**src/inc/ltid_pkg.sv**
```systemverilog
// Constants and types for the literal and table instruction decoder
package ltid_pkg;
    localparam logic [7:0] OP_ADD_IMM   = 8'h0f;
    localparam logic [7:0] OP_AND_IMM   = 8'h0b;
    localparam logic [7:0] OP_OR_IMM    = 8'h09;
    localparam logic [7:0] OP_XOR_IMM   = 8'h0a;
    localparam logic [7:0] OP_RSUB_IMM  = 8'h08;
    localparam logic [7:0] OP_LOAD_IMM  = 8'h0e;
    localparam logic [7:0] OP_MUL_IMM   = 8'h0d;
    localparam logic [7:0] OP_RET_IMM   = 8'h0c;
    localparam logic [7:0] OP_BANK_HI   = 8'h01;
    localparam logic [1:0] BANK_MID     = 2'h0;
    localparam logic [7:0] OP_LDPTR_HI  = 8'hee;
    localparam logic [1:0] LDPTR_MID    = 2'h0;
    localparam logic [5:0] LDPTR_W2_HI  = 6'h3c;
    localparam logic [7:0] OP_PADD_HI   = 8'he8;
    localparam logic [7:0] OP_PSUB_HI   = 8'he9;
    localparam logic [12:0] OP_TBL_HI   = 13'h0001;
    localparam logic [15:0] OP_NOP      = 16'h0000;
    localparam int          FLAG_C      = 0;
    localparam int          FLAG_DC     = 1;
    localparam int          FLAG_Z      = 2;
    localparam int          FLAG_SWRAP  = 3;
    localparam int          FLAG_N      = 4;
    localparam logic [4:0]  STATUS_RST  = 5'h00;
    localparam logic [7:0]  WORK_REG_RST = 8'h00;
    localparam logic [5:0]  BANK_RST    = 6'h00;
    localparam logic [13:0] PTR_RST     = 14'h0000;
    localparam logic [1:0]  BANK_HI_FORCE = 2'h0;
    // Table modes in low two opcode bits
    localparam logic [1:0]  TBL_NONE    = 2'h0;
    localparam logic [1:0]  TBL_POSTINC = 2'h1;
    localparam logic [1:0]  TBL_POSTDEC = 2'h2;
    localparam logic [1:0]  TBL_PREINC  = 2'h3;

    typedef struct packed {
        logic        valid;
        logic [15:0] word;
    } ltid_fetch_t;

    typedef struct packed {
        logic        req;
        logic        write;
        logic [21:0] addr;
        logic [7:0]  wdata;
    } ltid_tbl_req_t;
endpackage

```
**src/verilog/ltid_decode.sv**
```systemverilog
// Literal and table-access instruction decode and execute
//
// Behaviour
// - add_immediate adds literal to working register, updates all five flags
// - and_immediate ANDs literal into working register, updates Z N only
// - or_immediate ORs literal into working register, updates Z N only
// - xor_immediate XORs literal into working register, updates Z N only
// - reverse_subtract_immediate computes literal minus working register, updates all five flags
// - load_immediate copies literal into working register, flags untouched
// - multiply_immediate multiplies working register by literal, flags untouched
// - return_with_immediate loads literal and returns, two cycles, flags untouched
// - set_bank_immediate writes six-bit literal into bank select register
// - pointer_add_immediate adds six-bit literal to selected pointer
// - pointer_subtract_immediate subtracts six-bit literal from selected pointer
// - Table read modes: none, post-inc, post-dec, pre-inc; no flags
// - Table write modes: none, post-inc, post-dec, pre-inc; no flags
// - Program counter change adds one extra NOP cycle
// - Lone second words decode as NOP
// - Register-field bank bits two MSBs forced to zero
// - Extended set enable low disables extended instructions
`timescale 1ns/1ps
module ltid_decode
    import ltid_pkg::*;
#(
    parameter int PTR_W = 14
) (
    // Clock and reset
    input  wire logic          mclk,
    input  wire logic          sys_rst,
    // Fetch side
    input  wire ltid_fetch_t   fetch,
    input  wire logic          ext_set_en,
    output logic               busy,
    // Register-field bank for other decode
    input  wire logic [5:0]    reg_bank_in,
    output logic [5:0]         reg_bank_eff,
    // Table access
    output ltid_tbl_req_t      tbl_req,
    input  wire logic          tbl_done,
    input  wire logic [7:0]    tbl_rdata,
    // Architectural state
    output logic [7:0]         working_register_ff,
    output logic [4:0]         status_ff,
    output logic [5:0]         bank_select_register_ff,
    output logic [15:0]        product_ff,
    output logic [PTR_W-1:0]   ptr0_ff,
    output logic [PTR_W-1:0]   ptr1_ff,
    output logic [PTR_W-1:0]   ptr2_ff,
    output logic [21:0]        tbl_ptr_ff,
    output logic [7:0]         tbl_latch_ff,
    output logic               ret_pulse_ff,
    output logic [15:0]        pass_word_ff,
    output logic               pass_valid_ff
);

    typedef enum logic [1:0] {
        LTID_IDLE  = 2'b00,
        LTID_WORD2 = 2'b01,
        LTID_TBL   = 2'b10,
        LTID_NOP   = 2'b11
    } ltid_state_t;

    ltid_state_t state_ff;
    ltid_state_t nxt_state;
    logic [1:0]  ldptr_sel_ff;
    logic [3:0]  ldptr_hi_ff;
    logic [1:0]  tbl_mode_ff;
    logic        tbl_wr_ff;

    function automatic logic [4:0] zn_flags(input logic [4:0] st, input logic [7:0] r);
        logic [4:0] o;
        o = st;
        o[FLAG_Z] = (r == 8'h00);
        o[FLAG_N] = r[7];
        return o;
    endfunction

    wire logic [7:0] lit  = fetch.word[7:0];
    wire logic [7:0] hi   = fetch.word[15:8];
    wire logic       take = fetch.valid && (state_ff == LTID_IDLE);
    wire logic       is_lit = (hi == OP_ADD_IMM) || (hi == OP_AND_IMM) || (hi == OP_OR_IMM)
                             || (hi == OP_XOR_IMM) || (hi == OP_RSUB_IMM) || (hi == OP_LOAD_IMM)
                             || (hi == OP_MUL_IMM) || (hi == OP_RET_IMM);
    wire logic       is_bank  = (hi == OP_BANK_HI) && (fetch.word[7:6] == BANK_MID);
    wire logic       is_ldptr = (hi == OP_LDPTR_HI) && (fetch.word[7:6] == LDPTR_MID);
    wire logic       is_padd  = ext_set_en && (hi == OP_PADD_HI);
    wire logic       is_psub  = ext_set_en && (hi == OP_PSUB_HI);
    wire logic       is_tbl   = (fetch.word[15:3] == OP_TBL_HI);
    wire logic       is_word2 = (fetch.word[15:10] == LDPTR_W2_HI);
    wire logic       is_mine  = is_lit || is_bank || is_ldptr || is_padd || is_psub || is_tbl || is_word2;
    // Adder for add_immediate and subtractor for reverse_subtract_immediate
    wire logic [8:0] add_sum  = {1'b0, working_register_ff} + {1'b0, lit};
    wire logic [4:0] add_half = {1'b0, working_register_ff[3:0]} + {1'b0, lit[3:0]};
    wire logic [8:0] sub_diff = {1'b0, lit} - {1'b0, working_register_ff};
    wire logic [4:0] sub_half = {1'b0, lit[3:0]} - {1'b0, working_register_ff[3:0]};

    // Upper bank bits held at zero for source/destination field addressing
    assign reg_bank_eff = {BANK_HI_FORCE, reg_bank_in[3:0]};
    assign busy = (state_ff != LTID_IDLE);

    //////////////////////////////////////////////////////////////////////////////
    always_comb begin
        nxt_state = state_ff;
        unique case (state_ff)
            LTID_IDLE: begin
                if (take && is_ldptr) begin
                    nxt_state = LTID_WORD2;
                end else if (take && is_tbl) begin
                    nxt_state = LTID_TBL;
                end else if (take && (hi == OP_RET_IMM)) begin
                    nxt_state = LTID_NOP;
                end
            end
            LTID_WORD2: begin
                if (fetch.valid) begin
                    nxt_state = LTID_IDLE;
                end
            end
            LTID_TBL: begin
                if (tbl_done) begin
                    nxt_state = LTID_IDLE;
                end
            end
            LTID_NOP: nxt_state = LTID_IDLE;
        endcase
    end

    always_ff @(posedge mclk) begin
        if (sys_rst) begin
            state_ff <= LTID_IDLE;
        end else begin
            state_ff <= nxt_state;
        end
    end

    //////////////////////////////////////////////////////////////////////////////
    // Working register, flags, product
    always_ff @(posedge mclk) begin
        if (sys_rst) begin
            working_register_ff <= WORK_REG_RST;
            status_ff           <= STATUS_RST;
            product_ff          <= 16'h0000;
            ret_pulse_ff        <= 1'b0;
        end else begin
            ret_pulse_ff <= 1'b0;
            if (take) begin
                unique case (hi)
                    OP_ADD_IMM: begin
                        working_register_ff <= add_sum[7:0];
                        status_ff <= {add_sum[7], (working_register_ff[7] == lit[7]) && (add_sum[7] != lit[7]),
                                      (add_sum[7:0] == 8'h00), add_half[4], add_sum[8]};
                    end
                    OP_RSUB_IMM: begin
                        working_register_ff <= sub_diff[7:0];
                        status_ff <= {sub_diff[7], (lit[7] != working_register_ff[7]) && (sub_diff[7] != lit[7]),
                                      (sub_diff[7:0] == 8'h00), ~sub_half[4], ~sub_diff[8]};
                    end
                    OP_AND_IMM: begin
                        working_register_ff <= working_register_ff & lit;
                        status_ff <= zn_flags(status_ff, working_register_ff & lit);
                    end
                    OP_OR_IMM: begin
                        working_register_ff <= working_register_ff | lit;
                        status_ff <= zn_flags(status_ff, working_register_ff | lit);
                    end
                    OP_XOR_IMM: begin
                        working_register_ff <= working_register_ff ^ lit;
                        status_ff <= zn_flags(status_ff, working_register_ff ^ lit);
                    end
                    OP_LOAD_IMM: working_register_ff <= lit;
                    OP_MUL_IMM:  product_ff <= {8'h00, working_register_ff} * {8'h00, lit};
                    OP_RET_IMM: begin
                        working_register_ff <= lit;
                        ret_pulse_ff        <= 1'b1;
                    end
                    default: ;
                endcase
            end
        end
    end

    //////////////////////////////////////////////////////////////////////////////
    // Bank select and pointers
    always_ff @(posedge mclk) begin
        if (sys_rst) begin
            bank_select_register_ff <= BANK_RST;
            ptr0_ff                 <= PTR_RST;
            ptr1_ff                 <= PTR_RST;
            ptr2_ff                 <= PTR_RST;
            ldptr_sel_ff            <= 2'h0;
            ldptr_hi_ff             <= 4'h0;
        end else begin
            if (take && is_bank) begin
                bank_select_register_ff <= fetch.word[5:0];
            end
            if (take && is_ldptr) begin
                ldptr_sel_ff <= fetch.word[5:4];
                ldptr_hi_ff  <= fetch.word[3:0];
            end
            if (take && (is_padd || is_psub)) begin
                unique case (fetch.word[7:6])
                    2'h0: ptr0_ff <= is_padd ? ptr0_ff + PTR_W'(fetch.word[5:0])
                                             : ptr0_ff - PTR_W'(fetch.word[5:0]);
                    2'h1: ptr1_ff <= is_padd ? ptr1_ff + PTR_W'(fetch.word[5:0])
                                             : ptr1_ff - PTR_W'(fetch.word[5:0]);
                    default: ptr2_ff <= is_padd ? ptr2_ff + PTR_W'(fetch.word[5:0])
                                                : ptr2_ff - PTR_W'(fetch.word[5:0]);
                endcase
            end
            // Second word consumed only by its first word
            if (state_ff == LTID_WORD2 && fetch.valid && fetch.word[15:10] == LDPTR_W2_HI) begin
                unique case (ldptr_sel_ff)
                    2'h0: ptr0_ff <= PTR_W'({ldptr_hi_ff, fetch.word[9:0]});
                    2'h1: ptr1_ff <= PTR_W'({ldptr_hi_ff, fetch.word[9:0]});
                    default: ptr2_ff <= PTR_W'({ldptr_hi_ff, fetch.word[9:0]});
                endcase
            end
        end
    end

    //////////////////////////////////////////////////////////////////////////////
    // Table access pointer and request
    always_ff @(posedge mclk) begin
        if (sys_rst) begin
            tbl_ptr_ff   <= 22'h000000;
            tbl_latch_ff <= 8'h00;
            tbl_mode_ff  <= TBL_NONE;
            tbl_wr_ff    <= 1'b0;
        end else begin
            if (take && is_tbl) begin
                tbl_mode_ff <= fetch.word[1:0];
                tbl_wr_ff   <= fetch.word[2];
                if (fetch.word[1:0] == TBL_PREINC) begin
                    tbl_ptr_ff <= tbl_ptr_ff + 22'h000001;
                end
            end
            if (state_ff == LTID_TBL && tbl_done) begin
                if (!tbl_wr_ff) begin
                    tbl_latch_ff <= tbl_rdata;
                end
                if (tbl_mode_ff == TBL_POSTINC) begin
                    tbl_ptr_ff <= tbl_ptr_ff + 22'h000001;
                end else if (tbl_mode_ff == TBL_POSTDEC) begin
                    tbl_ptr_ff <= tbl_ptr_ff - 22'h000001;
                end
            end
        end
    end

    always_comb begin
        tbl_req.req   = (state_ff == LTID_TBL);
        tbl_req.write = tbl_wr_ff;
        tbl_req.addr  = tbl_ptr_ff;
        tbl_req.wdata = tbl_latch_ff;
    end

    //////////////////////////////////////////////////////////////////////////////
    // Foreign opcodes forwarded to other decode
    always_ff @(posedge mclk) begin
        if (sys_rst) begin
            pass_word_ff  <= OP_NOP;
            pass_valid_ff <= 1'b0;
        end else begin
            pass_valid_ff <= take && !is_mine;
            pass_word_ff  <= (take && !is_mine) ? fetch.word : OP_NOP;
        end
    end
endmodule
```
**config.mk**
```make
export PLATFORM = sky130hd
export DESIGN_NAME = ltid_decode
export DESIGN_NICKNAME = d
export VERILOG_FILES = /design/src/inc/ltid_pkg.sv /design/src/verilog/ltid_decode.sv
export SDC_FILE = /design/constraint.sdc
export NUM_CORES = 1
export LEC_CHECK = 0
export BUFFER_PORTS_ARGS = -buffer_cell sky130_fd_sc_hd__buf_2
export CAP_MARGIN = 20
export CORE_MARGIN = 2
export CORE_UTILIZATION = 45
export CTS_CLUSTER_DIAMETER = 120
export DETAILED_ROUTE_END_ITERATION = 16
export HOLD_SLACK_MARGIN = 0.06
export MAX_ROUTING_LAYER = met4
export PLACE_DENSITY = 0.78
export SKIP_CTS_REPAIR_TIMING = 1
export SYNTH_ARGS = -nofsm -noshare
export SYNTH_HDL_FRONTEND = slang
export SYNTH_SLANG_ARGS = --single-unit
```
**constraint.sdc**
```tcl
create_clock -name mclk -period 8.9 [get_ports mclk]
set_input_delay 1.78 -clock mclk [delete_from_list [all_inputs] [get_ports mclk]]
set_output_delay 1.78 -clock mclk [all_outputs]
set_load 0.005 [all_outputs]
```
==> flow_metrics.py, run 1 <==
metrics = {
    "sta": {
        "setup_slack_ns": 2.76,
        "rsz0062_at_grt": "no",
        "finalHoldViolCount": 0,
        "tightest_slew_ns": 1.03,
        "finalMaxSlewViolations": 0,
        "setup_viol": 0,
        "finalCriticalPeriod_ns": 6.14,
        "clock.fmax_ghz": 0.163,
        "totalNegativeSetupSlack_ns": 0,
        "skew_ns": 0.0126,
        "max_slew_margin": 0.305,
        "fin_crit_sh": 0.690,
    },
    "clocking": {
        "cts_made_buffers": 17,
        "clock_latency_ns": 0.44,
        "cts_root_buf": "clkbuf_16",
        "htree_levels": 4,
        "ctsLongestPathBuffers": 2,
        "clk_pin_slew_ns": 0.07,
        "cts_tree": "yes",
        "clock-sinks": 136,
    },
    "critical_path": {
        "crit_buf_inv": 1,
        "criticalPathCategory": "input pin to register",
        "cp-end-kind": "register",
        "critical-path-max-stage-delay_ns": 0.86,
        "cp_slowest_cell": "nor3_1",
        "critPathLaunchType": "input pin",
        "worst_ep_required_time_ns": 9.16,
        "worstPathArrival_ns": 6.40,
        "cp_cell_sequence": "buf_2, nand4bb_1, nor3_1, nor2_1, xnor2_1, ha_1, o21ai_0, o21bai_1, o311ai_0, o21ai_0, a31oi_1, xor2_1, a221oi_1",
        "cp_max_fo": 29,
        "crit_family": "compound AO/OA/AOI/OAI gates",
        "path_common_cell": "o21ai_0",
    },
    "floorplanning": {
        "start_util": 0.461,
        "die_x_um": 165,
        "ios": 199,
        "core_area_um2": 25300,
        "die_h_um": 165,
        "num_rows": 58,
        "die_area_um2": 27300,
    },
    "global_route": {
        "grt_antenna_before_repair": 1,
        "grt_pass1_vias": 11000,
        "grt_pass1_wl_um": 56300,
        "grt-ovfl-total": 0,
        "globalRouteTotalUtil": 0.271,
        "grt_max_degree": 80,
    },
    "placed_design": {
        "preCtsSetupSlack_ns": 2.48,
        "place_congestion": 0.987,
        "dp_hpwl_um": 26600,
        "port_buffers": 186,
        "placed_area_um2": 12500,
    },
    "drt": {
        "drtAntennaViolNets": 0,
        "via_count": 11600,
        "firstDrtPassIters": 7,
        "drt_wl_total_um": 36100,
        "vias_per_cell": 6.02,
        "drc": 0,
        "wl_per_cell_um": 18.7,
        "drtIter0Drc": 1346,
    },
    "yosys": {
        "synth_flop_cell": "dfxtp_1",
        "postSynthAreaPerCell_um2": 7.83,
        "synthesis.area_um2": 11700,
        "ys_warn_count": 0,
        "yosysSeqAreaShare": 0.233,
        "yosysUniqueCellTypes": 76,
        "ys_ff_latch": 136,
        "synth_cells": 1492,
        "async_reset_ff_frac": 0,
        "synth-edff-count": 0,
    },
    "cells_and_area": {
        "syn_to_final_growth_pct": 11.8,
        "fin_util": 0.515,
        "layout-drive-gt1-share": 0.156,
        "fin_area_um2": 13100,
        "nets": 1768,
    },
    "power_and_ir_drop": {
        "pwr_density_cell_nw_per_um2": 114,
        "combPwrFrac": 0.111,
        "power_switching_mw": 0.428,
        "fin_total_pwr_mw": 1.48,
        "p_int_mw": 1.06,
        "swShare": 0.288,
        "p_seq_frac": 0.415,
        "clock_power_share": 0.473,
        "vdd_drop_max_mv": 0.125,
        "p_leak_nw": 5.85,
    },
    "status": {
        "status": "finished, final reports clean",
    },
    "hold_path": {
        "hold_path_class": "register to register",
    },
    "flow_run": {
        "max-cap-violations": 0,
    },
}
-- metrics by stage --
stage               instances  hold WS [ns]
finish                   1932         0.453
CTS                      1931         0.454
detailed placement       1899         0.443
floorplan                1493         0.448
global placement         1899         0.441
global route             1932         0.470
-- worst reg2reg max path: cells and delay by family, from the launching register on --
family	cells	cell delay, ns
AO/OA/AOI/OAI	4	0.78
XOR/XNOR	1	0.13
adder cells (fa/ha/maj)	6	2.77
buffers and inverters	4	0.27
flip-flops	1	0.46
AND/OR/NAND/NOR	1	0.16
-- sequential cells by signal (all words and copies together) (netlist names) --
register and flops:
ptr2_ff 14, pass_word_ff 16, tbl_wr_ff 1, working_register_ff 8, tbl_latch_ff 8, status_ff 5
tbl_ptr_ff 22, state_ff 2, ret_pulse_ff 1, pass_valid_ff 1, ptr1_ff 14, tbl_mode_ff 2
bank_select_register_ff 6, ldptr_hi_ff 4, ldptr_sel_ff 2, product_ff 16, ptr0_ff 14
-- final timing paths --
path / startpoint / to / slack, ns / depth (start not counted)
worst min register to register: product_ff[8]$_SDFFE_PP0P_ / product_ff[8]$_SDFFE_PP0P_ / 0.45 / 2
worst min-delay path: product_ff[8]$_SDFFE_PP0P_ / product_ff[8]$_SDFFE_PP0P_ / 0.45 / 2
worst max-delay path: fetch[9] / ptr0_ff[11]$_SDFF_PP0_ / 2.76 / 13
worst max register to register: working_register_ff[4]$_SDFFE_PP0P_ / product_ff[15]$_SDFFE_PP0P_ / 4.25 / 16
-- cell type report --
| type | instances | area, um2 |
|---|---|---|
| multi-input cells | 1151 | 8030 |
| well taps | 330 | 413 |
| clock inverters | 14 | 139 |
| flip-flops and latches | 136 | 2720 |
| inverters | 90 | 338 |
| fillers | 2385 | 12300 |
| diodes | 1 | 2.50 |
| clock buffers | 18 | 429 |
| repair buffers | 192 | 978 |
-- power by group through the flow --
stage                     Combinational [mW]  Clock (mW)  Sequential, mW
after floorplan                        0.111           0           0.630
after global placement                 0.156           0           0.630
after detailed placement               0.160           0           0.630
after CTS                              0.161       0.710           0.616
after global routing                   0.180       0.738           0.616
final                                  0.165       0.703           0.616
-- cells in the mapped netlist, types with 22 or more instances --
cell type / number / share of area
xor2_1: 30 / 0.023
a31oi_1: 23 / 0.012
dfxtp_1: 136 / 0.23
nor3_1: 45 / 0.019
inv_1: 88 / 0.028
o21ai_0: 55 / 0.024
a21oi_1: 105 / 0.045
a21o_1: 22 / 0.014
fa_1: 41 / 0.070
buf_4: 37 / 0.024
a211oi_1: 50 / 0.032
clkbuf_1: 66 / 0.021
xnor2_1: 54 / 0.041
ha_1: 104 / 0.11
nand2_1: 148 / 0.048
nor2_1: 180 / 0.058
nor4_1: 23 / 0.012
-- cells by family after synthesis --
logic type      count (synthesis)  share of synthesized area
fa+ha+maj                     145                      0.182
flops                         136                      0.233
compound gates                370                      0.209
simple gates                  528                      0.214
xor+xnor                       84                     0.0630
mux                            22                     0.0194
buf+inv                       206                     0.0800
other cells                     1                   0.000321
-- routing by layer --
layer	GRT usage	share of wire	routed length, um
met5	-	0	0
met1	0.311	0.39	14000
met2	0.450	0.48	17300
met3	0.0539	0.084	3030
met4	0.142	0.047	1710
-- layout by cell type, fill, tap and decap left out, drive strengths merged, types with 22 or more instances in the layout --
cell type / netlist / routed
nor3: 47 / 47
a21o: 22 / 22
a21oi: 106 / 106
a211oi: 50 / 50
buf: 50 / 192
a31oi: 23 / 23
xnor2: 54 / 54
o21ai: 57 / 57
dfxtp: 136 / 136
nor2: 181 / 181
ha: 104 / 104
nand2: 148 / 148
fa: 41 / 41
xor2: 30 / 30
inv: 89 / 94
nor4: 26 / 26
No activity file was read; power rests on OpenSTA's default activity.
==> run 2: changes to the inputs <==
clock period = 5.86 ns   (was 8.9 ns; I/O delays follow)
==> flow_metrics.py, run 2 (synthesis gave the netlist of run 1 again) <==
metrics = {
    "status": {
        "status": "finished, final reports clean",
    },
    "clocking": {
        "cts_root_buf": "clkbuf_16",
        "clock_latency_ns": 0.44,
        "clock-sinks": 136,
        "cts_tree": "yes",
        "clk_pin_slew_ns": 0.06,
        "ctsLongestPathBuffers": 2,
        "cts_made_buffers": 17,
        "htree_levels": 4,
    },
    "drt": {
        "wl_per_cell_um": 18.8,
        "via_count": 11600,
        "vias_per_cell": 5.96,
        "firstDrtPassIters": 6,
        "drc": 0,
        "drtIter0Drc": 1225,
        "drtAntennaViolNets": 0,
        "drt_wl_total_um": 36600,
    },
    "global_route": {
        "grt_pass1_vias": 11000,
        "grt-ovfl-total": 0,
        "globalRouteTotalUtil": 0.277,
        "grt_antenna_before_repair": 0,
        "grt_max_degree": 79,
        "grt_pass1_wl_um": 57700,
    },
    "cells_and_area": {
        "mostFrequentLayoutCells": "185 x buf_2, 180 x nor2_1, 148 x nand2_1",
        "largest_register_ffs": 22,
        "fin_area_um2": 13200,
        "instances_no_fill": 1948,
        "layout-drive-gt1-share": 0.165,
        "largest_register": "tbl_ptr_ff",
        "fin_util": 0.523,
        "syn_to_final_growth_pct": 13.4,
        "nets": 1784,
        "final_common_cell": "buf_2",
        "nFillCells": 2378,
        "top_regs": "tbl_ptr_ff (22), pass_word_ff (16), product_ff (16)",
    },
    "power_and_ir_drop": {
        "clock_power_share": 0.495,
        "fin_total_pwr_mw": 2.37,
        "vdd_drop_max_mv": 0.117,
        "power_switching_mw": 0.625,
        "p_leak_nw": 5.96,
        "combPwrFrac": 0.110,
        "p_int_mw": 1.74,
        "p_seq_frac": 0.395,
        "swShare": 0.264,
        "pwr_density_cell_nw_per_um2": 179,
    },
    "placed_design": {
        "place_congestion": 0.955,
        "dp.cells": 1915,
        "placed_area_um2": 12600,
        "port_buffers": 186,
        "dp_hpwl_um": 27200,
    },
    "sta": {
        "clock.fmax_ghz": 0.192,
        "max_slew_margin": 0.393,
        "rsz0062_at_grt": "no",
        "fin_crit_sh": 0.888,
        "setup_viol": 0,
        "finalHoldViolCount": 0,
        "finalMaxSlewViolations": 0,
        "totalNegativeSetupSlack_ns": 0,
        "tightest_slew_ns": 0.911,
        "finalCriticalPeriod_ns": 5.20,
        "skew_ns": 0.0144,
    },
    "critical_path": {
        "worst_ep_required_time_ns": 6.21,
        "cp_max_fo": 7,
        "worstPathArrival_ns": 5.55,
        "criticalPathCategory": "input pin to register",
        "critPathLaunchType": "input pin",
        "cp-end-kind": "register",
    },
    "floorplanning": {
        "die_h_um": 165,
        "start_util": 0.461,
        "core_area_um2": 25300,
        "die_area_um2": 27300,
        "ios": 199,
        "die_x_um": 165,
        "num_rows": 58,
    },
    "hold_path": {
        "hold_path_class": "register to register",
    },
    "flow_run": {
        "max-cap-violations": 0,
    },
}
[run 2: changes by cell type in the layout (fill, tap and decap cells not counted), sizes merged]
| cell | before | now |
|---|---|---|
| inv | 94 | 89 |
| clkinv | 5 | 3 |
| clkbuf | 18 | 22 |
| clkinvlp | 4 | 5 |
| bufinv | 1 | 3 |
| buf | 192 | 208 |
[run 2: metrics by stage]
step	hold slack (ns)	setup slack (ns)
global placement	0.441	0.339
CTS	0.453	0.649
floorplan	0.448	0.560
detailed placement	0.444	0.245
global route	0.471	0.398
finish	0.450	0.659
[run 2: layout make-up]
cell class / instances / area, um2 / share of cell area
flip-flops and latches: 136 / 2720 / 0.206
well taps: 330 / 413 / 0.0312
clock inverters: 10 / 141 / 0.0107
repair buffers: 208 / 1100 / 0.0830
clock buffers: 22 / 494 / 0.0373
inverters: 90 / 338 / 0.0255
diodes: 1 / 2.50 / 0.000189
multi-input cells: 1151 / 8030 / 0.607
[run 2: routing by layer]
metal | GRT usage | vias to the layer above | wire length, um
met3 | 0.0532 | 112 | 2760
met4 | 0.121 | 0 | 1460
met5 | - | - | 0
met1 | 0.326 | 5536 | 14800
met2 | 0.462 | 494 | 17600
li1 | - | 5467 | -
[run 2: power by group through the flow]
stage	combinational [mW]	sequential [mW]	clock, mW
6_report	0.260	0.936	1.17
5_1_grt	0.281	0.936	1.22
2_1_floorplan	0.168	0.956	0
4_1_cts	0.253	0.936	1.18
3_3_place_gp	0.247	0.956	0
3_5_place_dp	0.251	0.956	0
[run 2: worst max-delay path, stage by stage]
cell and delay, ns:
buf_2 0.22, ha_1 0.31, inv_1 0.12, fa_1 0.56
inv_1 0.05, fa_1 0.48, fa_1 0.55, inv_1 0.06
fa_1 0.53, inv_1 0.05, ha_1 0.35, o2111ai_1 0.16
nand4_1 0.17, a211oi_1 0.27, o21bai_1 0.12, xnor2_1 0.13
a211oi_1 0.23
[run 2: worst paths after layout]
check                                                          from                          end  slack [ns]  cells after the start
worst max register to register  working_register_ff[4]$_SDFFE_PP0P_  product_ff[15]$_SDFFE_PP0P_        1.17                     16
worst min register to register           product_ff[0]$_SDFFE_PP0P_   product_ff[0]$_SDFFE_PP0P_        0.45                      2
worst max-delay path                                       fetch[4]  product_ff[15]$_SDFFE_PP0P_        0.66                     17
worst min-delay path                     product_ff[0]$_SDFFE_PP0P_   product_ff[0]$_SDFFE_PP0P_        0.45                      2
==> run 3: changes to the inputs <==
CORE_ASPECT_RATIO = 0.7   (was default)
==> flow_metrics.py, run 3 (synthesis gave the netlist of run 1 again) <==
metrics = {
    "critical_path": {
        "cp-end-kind": "register",
        "criticalPathCategory": "input pin to register",
        "cp_max_fo": 7,
        "worst_ep_required_time_ns": 6.21,
        "ff2ff_setup_slack_ns": 1.02,
        "critPathLaunchType": "input pin",
        "worstPathArrival_ns": 5.62,
    },
    "cells_and_area": {
        "final_common_cell": "buf_2",
        "fin_area_um2": 13200,
        "largest_register_ffs": 22,
        "seq_area_um2": 2720,
        "largest_register": "tbl_ptr_ff",
        "layout-drive-gt1-share": 0.165,
        "top_regs": "tbl_ptr_ff (22), pass_word_ff (16), product_ff (16)",
        "mostFrequentLayoutCells": "185 x buf_2, 180 x nor2_1, 148 x nand2_1",
        "multi_input_area_um2": 8040,
        "nFillCells": 2436,
        "syn_to_final_growth_pct": 13.4,
        "nets": 1784,
    },
    "global_route": {
        "grt_antenna_before_repair": 2,
        "grt_pass1_vias": 10900,
        "grt_pass1_wl_um": 60000,
        "grt-ovfl-total": 0,
        "globalRouteTotalUtil": 0.287,
        "grt_max_degree": 64,
    },
    "power_and_ir_drop": {
        "vdd_drop_max_mv": 0.207,
        "p_leak_nw": 5.97,
        "pwr_density_cell_nw_per_um2": 181,
    },
    "sta": {
        "rsz0062_at_grt": "no",
        "clock.fmax_ghz": 0.190,
        "finalMaxSlewViolations": 0,
        "fin_crit_sh": 0.900,
        "tightest_slew_ns": 0.884,
        "totalNegativeSetupSlack_ns": 0,
        "finalCriticalPeriod_ns": 5.27,
        "skew_ns": 0.00854,
        "setup_viol": 0,
        "max_slew_margin": 0.410,
        "finalHoldViolCount": 0,
    },
    "clocking": {
        "clk_pin_slew_ns": 0.06,
        "cts_made_buffers": 17,
        "clock-sinks": 136,
        "ctsLongestPathBuffers": 2,
        "clock_latency_ns": 0.44,
        "cts_tree": "yes",
        "cts_root_buf": "clkbuf_16",
        "htree_levels": 4,
    },
    "floorplanning": {
        "ios": 199,
        "die_h_um": 139,
        "die_x_um": 197,
        "num_rows": 49,
        "core_area_um2": 25600,
        "start_util": 0.457,
        "die_area_um2": 27300,
    },
    "status": {
        "status": "finished, final reports clean",
    },
    "drt": {
        "drtAntennaViolNets": 0,
        "wl_per_cell_um": 19.6,
        "via_count": 11800,
        "drc": 0,
        "drtIter0Drc": 1166,
        "vias_per_cell": 6.07,
        "firstDrtPassIters": 10,
        "drt_wl_total_um": 38300,
    },
    "hold_path": {
        "hold_path_class": "register to register",
    },
    "placed_design": {
        "dp_hpwl_um": 28100,
        "port_buffers": 186,
        "placed_area_um2": 12600,
        "place_congestion": 1.02,
    },
    "flow_run": {
        "max-cap-violations": 0,
    },
}
==> run 3: through the flow <==
step,hold slack (ns),setup slack [ns],power (mW),util,std cells
2_1_floorplan,0.448,0.560,1.12,-,1493
3_3_place_gp,0.438,0.263,1.21,0.493,1916
3_5_place_dp,0.442,0.202,1.21,0.493,1916
4_1_cts,0.449,0.640,2.39,0.518,1948
5_1_grt,0.473,0.402,2.46,0.518,1950
6_report,0.449,0.587,2.39,0.518,1950
==> run 3: routing by layer <==
layer  wire, um  GRT usage  part of all wire  up-vias
met5          0          -                 0        -
met4        659     0.0754             0.017        0
met3       4280     0.0715              0.11       64
met2      16300      0.415              0.43      669
met1      17100      0.396              0.45     5634
li1           -          -                 -     5468
==> run 3: critical path: stages <==
cell	delay (ns)
buf_2	0.22
ha_1	0.32
inv_1	0.12
fa_1	0.55
inv_1	0.05
fa_1	0.46
fa_1	0.55
inv_1	0.05
fa_1	0.52
inv_1	0.04
ha_1	0.35
o2111ai_1	0.18
nand4_1	0.22
a211oi_1	0.31
o21bai_1	0.12
xnor2_1	0.13
a211oi_1	0.25
==> run 3: final timing paths <==
path | depth (start not counted) | end | start
setup / recovery | 17 | product_ff[15]$_SDFFE_PP0P_ | fetch[4]
hold / removal | 2 | product_ff[13]$_SDFFE_PP0P_ | product_ff[13]$_SDFFE_PP0P_
setup reg to reg | 16 | product_ff[15]$_SDFFE_PP0P_ | working_register_ff[4]$_SDFFE_PP0P_
hold reg to reg | 2 | product_ff[13]$_SDFFE_PP0P_ | product_ff[13]$_SDFFE_PP0P_
==> run 3: layout make-up <==
cell class	instances	share of cell area
tap	331	0.0313
sequential	136	0.206
clock inverter	15	0.0150
inverter	90	0.0255
multi-input combinational	1151	0.607
antenna	2	0.000378
timing repair buffer	208	0.0830
clock buffer	17	0.0321
==> run 3: where the power goes <==
| part | switching [mW] | internal (mW) | leakage, nW |
|---|---|---|---|
| registers | 0.00468 | 0.931 | 1.10 |
| logic | 0.180 | 0.0877 | 4.57 |
| clock network | 0.474 | 0.714 | 0.304 |
| total | 0.659 | 1.73 | 5.97 |
